**src/verilog/frr_pkg.sv**
```systemverilog
`default_nettype none
package frr_pkg;

    // ------------------------------------------------------------------
    // Transfer shape
    // ------------------------------------------------------------------
    localparam int ADDR_W = 32;
    localparam logic [1:0] ADDR_LAST = 2'h3;
    localparam logic [1:0] CMD_LAST_SINGLE = 2'h0;
    localparam logic [1:0] CMD_LAST_OCTAL = 2'h1;
    localparam logic [2:0] SINGLE_LAST_BIT = 3'h7;
    localparam logic [2:0] PREDRIVE_EDGES = 3'h5;
    localparam logic [7:0] SINGLE_OUT_LANE = 8'h02;
    localparam logic [7:0] OCTAL_OUT_LANES = 8'hff;
    localparam logic [7:0] INVALID_BYTE = 8'hff;
    localparam logic [7:0] ECC_FILL = 8'h00;
    localparam logic [2:0] PW_MODE_SEL = 3'h2;

    // ------------------------------------------------------------------
    // Latency fields and lookup
    // ------------------------------------------------------------------
    localparam int NV_LAT_LSB = 0;
    localparam int NV_LAT_MSB = 3;
    localparam int VOL_LAT_LSB = 6;
    localparam int VOL_LAT_MSB = 7;
    localparam logic [4:0] NV_EXTRA_DDR = 5'h04;
    localparam logic [4:0] VOL_LAT_SPI [4] = '{5'h00, 5'h01, 5'h02, 5'h03};
    localparam logic [4:0] VOL_LAT_SDR [4] = '{5'h03, 5'h04, 5'h05, 5'h06};
    localparam logic [4:0] VOL_LAT_DDR [4] = '{5'h04, 5'h05, 5'h06, 5'h07};

    // ------------------------------------------------------------------
    // Opcodes
    // ------------------------------------------------------------------
    localparam logic [7:0] OP_GENERIC_REG_READ_SINGLE = 8'h65;
    localparam logic [7:0] OP_GENERIC_REG_READ_OCTAL = 8'h66;
    localparam logic [7:0] OP_STATUS_ONE_READ_SINGLE = 8'h05;
    localparam logic [7:0] OP_STATUS_ONE_READ_OCTAL = 8'h06;
    localparam logic [7:0] OP_STATUS_TWO_READ_SINGLE = 8'h07;
    localparam logic [7:0] OP_STATUS_TWO_READ_OCTAL = 8'h08;
    localparam logic [7:0] OP_DYNAMIC_PROTECT_READ = 8'he0;
    localparam logic [7:0] OP_PERSISTENT_PROTECT_READ = 8'he2;
    localparam logic [7:0] OP_PERSISTENT_PROTECT_READ_ALT = 8'he3;
    localparam logic [7:0] OP_PROTECT_LOCK_READ_SINGLE = 8'ha7;
    localparam logic [7:0] OP_PROTECT_LOCK_READ_OCTAL = 8'ha8;
    localparam logic [7:0] OP_ECC_UNIT_STATUS_READ = 8'h19;

    typedef enum logic [1:0] {
        PROTO_SPI = 2'h0,
        PROTO_OSDR = 2'h1,
        PROTO_ODDR = 2'h2
    } frr_proto_t;

    typedef enum logic [2:0] {
        K_NONE = 3'h0, K_GENERIC = 3'h1, K_STAT1 = 3'h2, K_STAT2 = 3'h3,
        K_LOCK = 3'h4, K_DYN = 3'h5, K_PERS = 3'h6, K_ECC = 3'h7
    } frr_kind_t;

    typedef enum logic [5:0] {
        ST_CMD = 6'h01, ST_ADDR = 6'h02, ST_LSEL = 6'h04,
        ST_LAT = 6'h08, ST_DATA = 6'h10, ST_IGNORE = 6'h20
    } frr_state_t;

    function automatic frr_kind_t frr_decode(input logic [7:0] op);
        case (op)
            OP_GENERIC_REG_READ_SINGLE, OP_GENERIC_REG_READ_OCTAL:
                frr_decode = K_GENERIC;
            OP_STATUS_ONE_READ_SINGLE, OP_STATUS_ONE_READ_OCTAL:
                frr_decode = K_STAT1;
            OP_STATUS_TWO_READ_SINGLE, OP_STATUS_TWO_READ_OCTAL:
                frr_decode = K_STAT2;
            OP_PROTECT_LOCK_READ_SINGLE, OP_PROTECT_LOCK_READ_OCTAL:
                frr_decode = K_LOCK;
            OP_DYNAMIC_PROTECT_READ: frr_decode = K_DYN;
            OP_PERSISTENT_PROTECT_READ, OP_PERSISTENT_PROTECT_READ_ALT:
                frr_decode = K_PERS;
            OP_ECC_UNIT_STATUS_READ: frr_decode = K_ECC;
            default: frr_decode = K_NONE;
        endcase
    endfunction

endpackage
`default_nettype wire

```
**src/verilog/frr_stream_if.sv**
```systemverilog
`timescale 1ns/100ps
`default_nettype none
interface frr_stream_if #(
    parameter int W = 8
);
    logic valid;
    logic ready;
    logic [W-1:0] data;

    modport src (output valid, output data, input ready);
    modport snk (input valid, input data, output ready);
endinterface
`default_nettype wire

```
**src/verilog/frr_read_path.sv**
```systemverilog
`timescale 1ns/100ps
`default_nettype none
module frr_read_path
    import frr_pkg::*;
#(
    parameter int FIFO_DEPTH = 16
) (
    // System clock and reset
    input wire logic clk_sys,
    input wire logic rst,
    // Host pins
    input wire logic cs_n,
    input wire logic sck,
    input wire logic [7:0] dq_i,
    output logic [7:0] dq_o,
    output logic [7:0] dq_oe,
    output logic ds_o,
    output logic ds_oe,
    // Protocol selection
    input wire logic octal_en,
    input wire logic ddr_en,
    // Configuration fields
    input wire logic [7:0] nonvolatile_latency_config,
    input wire logic [7:0] volatile_latency_config,
    input wire logic [2:0] sector_protect_mode_register,
    // Status and protection sources
    input wire logic ready_busy_flag,
    input wire logic [7:1] volatile_status_one,
    input wire logic [7:0] status_two,
    input wire logic protect_lock_bit,
    input wire logic [7:0] dynamic_protection_bit,
    input wire logic [7:0] persistent_protection_bit,
    input wire logic [7:0] ecc_unit_status,
    // Register file lookup
    output logic [ADDR_W-1:0] read_addr,
    output logic read_active,
    input wire logic [7:0] reg_rd_data,
    input wire logic reg_rd_volatile,
    input wire logic reg_rd_password,
    input wire logic reg_rd_protect_access
);
    // ------------------------------------------------------------------
    // Pin synchronisation and edge detection
    // ------------------------------------------------------------------
    localparam int PIN_W = 10;

    logic [PIN_W-1:0] pins_s;
    logic cs_n_s;
    logic sck_s;
    logic [7:0] dq_s;
    logic sck_d_r;
    logic rise;
    logic fall;
    logic edge_any;

    frr_sync #(.W(PIN_W)) u_sync (
        .clk_sys(clk_sys),
        .rst(rst),
        .d({cs_n, sck, dq_i}),
        .q(pins_s)
    );

    assign cs_n_s = pins_s[9];
    assign sck_s = pins_s[8];
    assign dq_s = pins_s[7:0];

    // The host clock is only one eighth of ours, so sampling is enough.
    always_ff @(posedge clk_sys) begin
        if (rst) begin
            sck_d_r <= 1'b0;
        end else begin
            sck_d_r <= sck_s;
        end
    end

    assign rise = !cs_n_s && sck_s && !sck_d_r;
    assign fall = !cs_n_s && !sck_s && sck_d_r;
    assign edge_any = rise || fall;

    // ------------------------------------------------------------------
    // Protocol and byte reception
    // ------------------------------------------------------------------
    frr_proto_t proto;
    frr_state_t state_r;
    frr_kind_t kind_r;
    frr_kind_t kind_nxt;
    logic [2:0] bit_cnt_r;
    logic [7:0] rx_sh_r;
    logic [7:0] op_r;
    logic [1:0] cnt_r;
    logic [1:0] cnt_last;
    logic rx_evt;
    logic [7:0] rx_byte;
    logic rx_phase;
    logic needs_addr;

    always_comb begin
        if (!octal_en) begin
            proto = PROTO_SPI;
        end else if (ddr_en) begin
            proto = PROTO_ODDR;
        end else begin
            proto = PROTO_OSDR;
        end
    end

    assign rx_phase = (state_r == ST_CMD) || (state_r == ST_ADDR);

    always_comb begin
        if (proto == PROTO_SPI) begin
            rx_evt = rx_phase && rise && bit_cnt_r == SINGLE_LAST_BIT;
            rx_byte = {rx_sh_r[6:0], dq_s[0]};
        end else begin
            rx_evt = rx_phase && (rise || (proto == PROTO_ODDR && fall));
            rx_byte = dq_s;
        end
    end

    always_ff @(posedge clk_sys) begin
        if (rst || cs_n_s) begin
            bit_cnt_r <= 3'h0;
            rx_sh_r <= 8'h00;
        end else if (rx_phase && rise && proto == PROTO_SPI) begin
            bit_cnt_r <= bit_cnt_r + 3'h1;
            rx_sh_r <= rx_byte;
        end
    end

    assign cnt_last = (state_r == ST_ADDR) ? ADDR_LAST :
                      (proto == PROTO_SPI) ? CMD_LAST_SINGLE : CMD_LAST_OCTAL;

    always_ff @(posedge clk_sys) begin
        if (rst || cs_n_s) begin
            cnt_r <= 2'h0;
        end else if (rx_evt) begin
            cnt_r <= (cnt_r == cnt_last) ? 2'h0 : cnt_r + 2'h1;
        end
    end

    always_ff @(posedge clk_sys) begin
        if (rst || cs_n_s) begin
            op_r <= 8'h00;
        end else if (rx_evt && state_r == ST_CMD && cnt_r == 2'h0) begin
            op_r <= rx_byte;
        end
    end

    // The second octal command byte only completes the command.
    assign kind_nxt = frr_decode((cnt_r == 2'h0) ? rx_byte : op_r);
    // Status and lock reads carry four address bytes only in octal.
    assign needs_addr = (proto != PROTO_SPI) || !(kind_nxt == K_STAT1 ||
                        kind_nxt == K_STAT2 || kind_nxt == K_LOCK);

    // ------------------------------------------------------------------
    // Transaction sequencer
    // ------------------------------------------------------------------
    logic [4:0] lat_cnt_r;
    logic [4:0] lat_sel;
    logic use_nv;
    logic [ADDR_W-1:0] addr_r;
    logic read_active_r;

    always_ff @(posedge clk_sys) begin
        if (rst || cs_n_s) begin
            state_r <= ST_CMD;
        end else begin
            case (state_r)
                ST_CMD: begin
                    if (rx_evt && cnt_r == cnt_last) begin
                        if (kind_nxt == K_NONE) begin
                            state_r <= ST_IGNORE;
                        end else if (needs_addr) begin
                            state_r <= ST_ADDR;
                        end else begin
                            state_r <= ST_LSEL;
                        end
                    end
                end
                ST_ADDR: begin
                    if (rx_evt && cnt_r == ADDR_LAST) begin
                        state_r <= ST_LSEL;
                    end
                end
                ST_LSEL: begin
                    state_r <= (lat_sel == 5'h00) ? ST_DATA : ST_LAT;
                end
                ST_LAT: begin
                    if (rise && lat_cnt_r == 5'h01) begin
                        state_r <= ST_DATA;
                    end
                end
                ST_DATA: state_r <= ST_DATA;
                ST_IGNORE: state_r <= ST_IGNORE;
                default: state_r <= ST_CMD;
            endcase
        end
    end

    always_ff @(posedge clk_sys) begin
        if (rst || cs_n_s) begin
            kind_r <= K_NONE;
        end else if (state_r == ST_CMD && rx_evt && cnt_r == cnt_last) begin
            kind_r <= kind_nxt;
        end
    end

    // The address stays fixed for the whole transaction, so repeated
    // clocking rereads the same location.
    always_ff @(posedge clk_sys) begin
        if (rst || cs_n_s) begin
            addr_r <= '0;
        end else if (state_r == ST_ADDR && rx_evt) begin
            addr_r <= {addr_r[ADDR_W-9:0], rx_byte};
        end
    end

    assign use_nv = (kind_r == K_PERS) ||
                    (kind_r == K_GENERIC && !reg_rd_volatile);

    always_comb begin
        if (use_nv) begin
            lat_sel = {1'b0, nonvolatile_latency_config[NV_LAT_MSB:NV_LAT_LSB]};
            if (proto == PROTO_ODDR) begin
                lat_sel = lat_sel + NV_EXTRA_DDR;
            end
        end else begin
            case (proto)
                PROTO_SPI: lat_sel = VOL_LAT_SPI[
                    volatile_latency_config[VOL_LAT_MSB:VOL_LAT_LSB]];
                PROTO_OSDR: lat_sel = VOL_LAT_SDR[
                    volatile_latency_config[VOL_LAT_MSB:VOL_LAT_LSB]];
                default: lat_sel = VOL_LAT_DDR[
                    volatile_latency_config[VOL_LAT_MSB:VOL_LAT_LSB]];
            endcase
        end
    end

    always_ff @(posedge clk_sys) begin
        if (rst || cs_n_s) begin
            lat_cnt_r <= 5'h00;
        end else if (state_r == ST_LSEL) begin
            lat_cnt_r <= lat_sel;
        end else if (state_r == ST_LAT && rise) begin
            lat_cnt_r <= lat_cnt_r - 5'h01;
        end
    end

    always_ff @(posedge clk_sys) begin
        if (rst || cs_n_s) begin
            read_active_r <= 1'b0;
        end else begin
            read_active_r <= (state_r == ST_LSEL) || (state_r == ST_LAT) ||
                             (state_r == ST_DATA);
        end
    end

    // ------------------------------------------------------------------
    // Data producer into the output buffer
    // ------------------------------------------------------------------
    frr_stream_if #(.W(8)) buf_in ();
    frr_stream_if #(.W(8)) buf_out ();

    frr_fifo #(.W(8), .DEPTH(FIFO_DEPTH)) u_fifo (
        .clk_sys(clk_sys),
        .rst(rst),
        .flush(cs_n_s),
        .wr(buf_in),
        .rd(buf_out)
    );

    logic ecc_sent_r;
    logic produce;
    logic [7:0] src_byte;

    assign produce = (state_r == ST_LAT) || (state_r == ST_DATA);

    always_comb begin
        case (kind_r)
            K_GENERIC: begin
                // Undefined locations simply pass whatever the file returns.
                if (reg_rd_protect_access) begin
                    src_byte = INVALID_BYTE;
                end else if (reg_rd_password &&
                             sector_protect_mode_register == PW_MODE_SEL) begin
                    src_byte = INVALID_BYTE;
                end else begin
                    src_byte = reg_rd_data;
                end
            end
            K_STAT1: src_byte = {volatile_status_one, ready_busy_flag};
            K_STAT2: src_byte = status_two;
            K_LOCK: src_byte = {7'h00, protect_lock_bit};
            K_DYN: src_byte = dynamic_protection_bit;
            K_PERS: src_byte = persistent_protection_bit;
            K_ECC: src_byte = ecc_sent_r ? ECC_FILL : ecc_unit_status;
            default: src_byte = INVALID_BYTE;
        endcase
    end

    // A single-bit status one read only buffers one byte at a time, so
    // each byte shifted out was sampled at most eight host clocks earlier.
    assign buf_in.valid = produce && !(kind_r == K_STAT1 &&
                          proto == PROTO_SPI && buf_out.valid);
    assign buf_in.data = src_byte;

    always_ff @(posedge clk_sys) begin
        if (rst || cs_n_s) begin
            ecc_sent_r <= 1'b0;
        end else if (kind_r == K_ECC && buf_in.valid && buf_in.ready) begin
            ecc_sent_r <= 1'b1;
        end
    end

    // ------------------------------------------------------------------
    // Output drive and data strobe
    // ------------------------------------------------------------------
    logic [7:0] dq_o_r;
    logic [7:0] dq_oe_r;
    logic ds_o_r;
    logic ds_oe_r;
    logic [7:0] tx_sh_r;
    logic [2:0] tx_bit_r;
    logic [2:0] pd_cnt_r;
    logic drv_evt;
    logic sdr_strobe;
    logic [7:0] out_byte;

    assign drv_evt = (state_r == ST_DATA) &&
                     ((proto == PROTO_ODDR) ? edge_any : fall);
    assign sdr_strobe = (state_r == ST_DATA) && proto == PROTO_OSDR &&
                        rise && dq_oe_r[0];
    assign out_byte = buf_out.valid ? buf_out.data : INVALID_BYTE;
    assign buf_out.ready = drv_evt &&
                           (proto != PROTO_SPI || tx_bit_r == 3'h0);

    always_ff @(posedge clk_sys) begin
        if (rst || cs_n_s) begin
            dq_o_r <= 8'h00;
            dq_oe_r <= 8'h00;
            ds_o_r <= 1'b0;
            tx_sh_r <= 8'h00;
            tx_bit_r <= 3'h0;
        end else if (drv_evt && proto == PROTO_SPI) begin
            dq_oe_r <= SINGLE_OUT_LANE;
            tx_bit_r <= tx_bit_r + 3'h1;
            if (tx_bit_r == 3'h0) begin
                dq_o_r <= {6'h00, out_byte[7], 1'b0};
                tx_sh_r <= {out_byte[6:0], 1'b0};
            end else begin
                dq_o_r <= {6'h00, tx_sh_r[7], 1'b0};
                tx_sh_r <= {tx_sh_r[6:0], 1'b0};
            end
        end else if (drv_evt) begin
            dq_o_r <= out_byte;
            dq_oe_r <= OCTAL_OUT_LANES;
            if (proto == PROTO_ODDR) begin
                ds_o_r <= !ds_o_r;
            end else begin
                ds_o_r <= 1'b0;
            end
        end else if (sdr_strobe) begin
            ds_o_r <= 1'b1;
        end
    end

    // Host edges after the last address byte; five of them are 2.5 clocks.
    always_ff @(posedge clk_sys) begin
        if (rst || cs_n_s || rx_phase) begin
            pd_cnt_r <= 3'h0;
        end else if (edge_any && pd_cnt_r != PREDRIVE_EDGES) begin
            pd_cnt_r <= pd_cnt_r + 3'h1;
        end
    end

    always_ff @(posedge clk_sys) begin
        if (rst || cs_n_s) begin
            ds_oe_r <= 1'b0;
        end else if (proto != PROTO_SPI && state_r != ST_IGNORE &&
                     !rx_phase && edge_any &&
                     pd_cnt_r == PREDRIVE_EDGES - 3'h1) begin
            ds_oe_r <= 1'b1;
        end else if (proto != PROTO_SPI && drv_evt) begin
            ds_oe_r <= 1'b1;
        end
    end

    assign dq_o = dq_o_r;
    assign dq_oe = dq_oe_r;
    assign ds_o = ds_o_r;
    assign ds_oe = ds_oe_r;
    assign read_addr = addr_r;
    assign read_active = read_active_r;
endmodule
`default_nettype wire

```
**src/verilog/frr_sync.sv**
```systemverilog
`timescale 1ns/100ps
`default_nettype none
module frr_sync #(
    parameter int W = 1
) (
    // Clock and reset
    input wire logic clk_sys,
    input wire logic rst,
    // Asynchronous levels in, synchronised levels out
    input wire logic [W-1:0] d,
    output logic [W-1:0] q
);
    logic [W-1:0] meta_r;
    logic [W-1:0] q_r;

    always_ff @(posedge clk_sys) begin
        if (rst) begin
            meta_r <= '0;
            q_r <= '0;
        end else begin
            meta_r <= d;
            q_r <= meta_r;
        end
    end

    assign q = q_r;
endmodule
`default_nettype wire

```
**src/verilog/frr_fifo.sv**
```systemverilog
`timescale 1ns/100ps
`default_nettype none
module frr_fifo #(
    parameter int W = 8,
    parameter int DEPTH = 16
) (
    // Clock and reset
    input wire logic clk_sys,
    input wire logic rst,
    // Drops all entries
    input wire logic flush,
    // Streams
    frr_stream_if.snk wr,
    frr_stream_if.src rd
);
    localparam int AW = $clog2(DEPTH);

    logic [W-1:0] mem_r [DEPTH];
    logic [AW-1:0] wp_r;
    logic [AW-1:0] rp_r;
    logic [AW:0] cnt_r;
    logic push;
    logic pop;

    assign wr.ready = (cnt_r != (AW+1)'(DEPTH));
    assign rd.valid = (cnt_r != '0);
    assign rd.data = mem_r[rp_r];
    assign push = wr.valid && wr.ready;
    assign pop = rd.valid && rd.ready;

    for (genvar i = 0; i < DEPTH; i++) begin : g_entry
        always_ff @(posedge clk_sys) begin
            if (rst) begin
                mem_r[i] <= '0;
            end else if (push && wp_r == AW'(i)) begin
                mem_r[i] <= wr.data;
            end
        end
    end

    always_ff @(posedge clk_sys) begin
        if (rst || flush) begin
            wp_r <= '0;
            rp_r <= '0;
            cnt_r <= '0;
        end else begin
            if (push) begin
                wp_r <= wp_r + 1'b1;
            end
            if (pop) begin
                rp_r <= rp_r + 1'b1;
            end
            if (push && !pop) begin
                cnt_r <= cnt_r + 1'b1;
            end else if (pop && !push) begin
                cnt_r <= cnt_r - 1'b1;
            end
        end
    end
endmodule
`default_nettype wire

```
**config.mk**
```make
export PLATFORM = sky130hd
export DESIGN_NAME = frr_read_path
export DESIGN_NICKNAME = d
export VERILOG_FILES = /design/src/verilog/frr_pkg.sv /design/src/verilog/frr_stream_if.sv /design/src/verilog/frr_read_path.sv /design/src/verilog/frr_sync.sv /design/src/verilog/frr_fifo.sv
export SDC_FILE = /design/constraint.sdc
export NUM_CORES = 1
export LEC_CHECK = 0
export BUFFER_PORTS_ARGS = -buffer_cell sky130_fd_sc_hd__clkbuf_2
export CAP_MARGIN = 20
export CORE_MARGIN = 3
export CORE_UTILIZATION = 60
export CTS_BUF_LIST = sky130_fd_sc_hd__clkbuf_8
export DETAILED_ROUTE_END_ITERATION = 7
export GPL_ROUTABILITY_DRIVEN = 0
export PLACE_DENSITY = 0.82
export SLEW_MARGIN = 20
export SYNTH_ARGS = -nofsm -noshare
export SYNTH_HDL_FRONTEND = slang
export SYNTH_SLANG_ARGS = --single-unit
```
**constraint.sdc**
```tcl
create_clock -name clk_sys -period 4.4 [get_ports clk_sys]
set_input_delay 0.44 -clock clk_sys [delete_from_list [all_inputs] [get_ports clk_sys]]
set_output_delay 0.44 -clock clk_sys [all_outputs]
set_load 0.01 [all_outputs]
```
==> results_dict.tcl <==
set metrics [dict create \
    holdBufCountCts 0 \
    crit_required_ns 4.86 \
    synthToLayoutAreaGrowth_pct 13.5 \
    port_buffers 125 \
    rows 51 \
    grt_pass1_wl_mm 43.5 \
    dp.cells 1497 \
    cp_max_fo 10 \
    cp-end-kind "flop" \
    rsz0062_at_grt "no" \
    first_global_vias 8761 \
    yosys_warnings 0 \
    drive_gt1_frac 0.198 \
    drv_cap 0 \
    dr.first_iter.drc_count 836 \
    worstSetupPathType "reg2reg" \
    power_per_cell_area_mw_per_mm2 361 \
    tightestPinTransition_ns 0.946 \
    cts_resized 0 \
    grt_usage 0.249 \
    grt-ovfl-total 0 \
    core_area_sq_mm 0.0196 \
    p_leak_nw 5.52 \
    syn_nets 1273 \
    post_synth.cell_area_avg_sq_um 10.3 \
    cts_buffers 41 \
    dr.pass1.iters 6 \
    max-vdd-ir-drop_uv 274 \
    wl_mm 27.5 \
    grt_max_degree 58 \
    startpoint_type "flop" \
    async_reset_ff_frac 0 \
    cts_setup_buffers 0 \
    slew_headroom 0.367 \
    netlist.area_leader.share 0.320 \
    ys_ff_latch 259 \
    finalCritPeriodShare 0.833 \
    fin_cells 1573 \
    vias_per_cell 5.81 \
    antenna-diode-count 0 \
    wl_per_cell_microns 17.5 \
    start_util 0.613 \
    slew_violations 0 \
    dieArea_sq_mm 0.0218 \
    io_pins 136 \
    hpwl_mm 18.4 \
    fin_skew_ns 0.0297 \
    netlist_instances 1164 \
    clkLatencyLatePin_ns 0.55 \
    fin_setup_tns_ns 0 \
    synth_flop_cell "dfxtp_1" \
    synth_edf_count 128 \
    yosys.area.top_type "edfxtp_1" \
    grt_antenna_before_repair 0 \
    cts_tree "done" \
    clk_path_buf_depth 3 \
    synth_area_leaders "edfxtp_1 (32%), dfxtp_1 (22%), nor2_1 (7.7%)" \
    cts_max_level 2 \
    num-nets-final 1385 \
    clock.fmax_mhz 273 \
    ctsRootBufferMaster "clkbuf_8" \
    cts.sinks 259 \
    drcViolationCount 0 \
    fin_crit_ns 3.66 \
    drtAntennaViolNets 0 \
    ys_types 66 \
    finalSetupViolCount 0 \
    hold_path_class "in2reg" \
    die_w_microns 148 \
    dr_total_vias 9146 \
    seq_area_frac_synth 0.538 \
    arrival_ns 4.12 \
    path_clk_slew_ns 0.06 \
    hold_viol 0 \
    status "finished, final reports clean" \
    netlist_area_sq_mm 0.0120 \
    dieHeight_microns 148 \
]
[synth_stat cells (all sizes together), types with 5 or more instances]
| cell | number |
|---|---|
| a21o | 9 |
| a21oi | 71 |
| buf | 20 |
| nor2 | 247 |
| inv | 25 |
| xor2 | 12 |
| o21ai | 43 |
| dfxtp | 131 |
| mux4 | 40 |
| nor3 | 18 |
| edfxtp | 128 |
| a211oi | 19 |
| a31oi | 5 |
| nand4 | 7 |
| nand3 | 17 |
| nand2b | 6 |
| or2 | 8 |
| nor2b | 41 |
| xnor2 | 13 |
| ha | 23 |
| clkbuf | 54 |
| mux2i | 27 |
| o21bai | 16 |
| nand2 | 117 |
| o311ai | 5 |
| nor4 | 6 |
| and2 | 10 |
[where the power goes]
group / total, mW / switching (mW) / internal (mW) / leakage, nW
sequential: 2.62 / 0.0243 / 2.59 / 2.30
clock: 2.02 / 0.923 / 1.10 / 0.478
combinational: 0.291 / 0.182 / 0.109 / 2.74
total: 4.93 / 1.13 / 3.80 / 5.52
[routing by layer]
metal,up-vias,wire (microns),GRT usage
met5,-,0,0
met4,0,852,0.103
met3,76,2040,0.0389
met2,422,13400,0.416
met1,4339,11200,0.327
li1,4309,-,-
[critical path, stage by stage, from the launching register on]
cell and delay (ns):
dfxtp_1 0.39, nor3_1 0.27, nand3_1 0.17, or3_1 0.56, nor3_2 0.45, inv_1 0.09, ha_1 0.23, inv_1 0.18
ha_1 0.31, a21o_1 0.18, a21oi_1 0.20, xnor2_1 0.10, or3_1 0.32, a21oi_1 0.15
[placed cells by master (no fill, tap or decap), types with 5 or more instances in the layout]
cell / n
a211oi_1: 17
a21o_1: 9
a21oi_1: 71
a31oi_1: 5
and2_1: 10
buf_4: 16
clkbuf_2: 125
clkbuf_8: 47
dfxtp_1: 130
edfxtp_1: 128
ha_1: 23
inv_1: 41
mux2i_1: 26
mux4_2: 40
nand2_1: 117
nand2b_1: 6
nand3_1: 17
nand4_1: 7
nor2_1: 246
nor2b_1: 41
nor3_1: 16
o21ai_0: 33
o21ai_1: 10
o21bai_1: 16
o311ai_0: 5
or2_2: 5
xnor2_1: 13
xor2_1: 12
[layout make-up]
type	instances	area [sq um]
clock buffers	47	647
repair buffers	143	777
multi-input cells	806	5150
flip-flops and latches	259	6470
clock inverters	28	171
inverters	25	93.8
well taps	265	332
fillers	1469	5950
[sequential cells by signal (all words and copies together), names as in the netlist, 4 cells and up, named ones only]
| register | flops |
|---|---|
| u_sync.meta_r | 10 |
| u_fifo.wp_r | 4 |
| u_fifo.rp_r | 4 |
| tx_sh_r | 7 |
| read_addr | 32 |
| u_fifo.mem_r | 128 |
| u_fifo.cnt_r | 5 |
| rx_sh_r | 7 |
| state_r | 6 |
| op_r | 8 |
| dq_o | 8 |
| lat_cnt_r | 5 |
| u_sync.q | 10 |
[through the flow]
| stage | util | power [mW] | hold slack (ns) | setup WS, ns | cell area (sq um) |
|---|---|---|---|---|---|
| detailed placement | 0.653 | 2.95 | 0.420 | 0.617 | 12800 |
| global route | 0.696 | 5.08 | 0.101 | 0.516 | 13600 |
| floorplan | - | 2.84 | 0.414 | 0.956 | 12000 |
| finish | 0.696 | 4.93 | 0.0967 | 0.737 | 13600 |
| CTS | 0.695 | 4.94 | 0.0775 | 0.735 | 13600 |
| global placement | 0.653 | 2.94 | 0.418 | 0.760 | 12800 |
[logic make-up after synthesis]
| logic type | after synthesis | synth area share |
|---|---|---|
| mux | 69 | 0.0997 |
| flops | 259 | 0.538 |
| fa+ha+maj | 24 | 0.0256 |
| compound gates | 190 | 0.0974 |
| buf+inv | 99 | 0.0353 |
| simple gates | 498 | 0.186 |
| xor+xnor | 25 | 0.0182 |
[worst paths after layout]
check	start	slack [ns]	to	depth (start not counted)
setup / recovery	state_r[5]	0.74	u_fifo.cnt_r[4]	13
setup reg to reg	state_r[5]	0.74	u_fifo.cnt_r[4]	13
hold reg to reg	u_sync.meta_r[2]	0.41	u_sync.q[2]	1
hold / removal	dq_i[0]	0.1	u_sync.meta_r[0]	2
(Power assumes the default switching activity.)
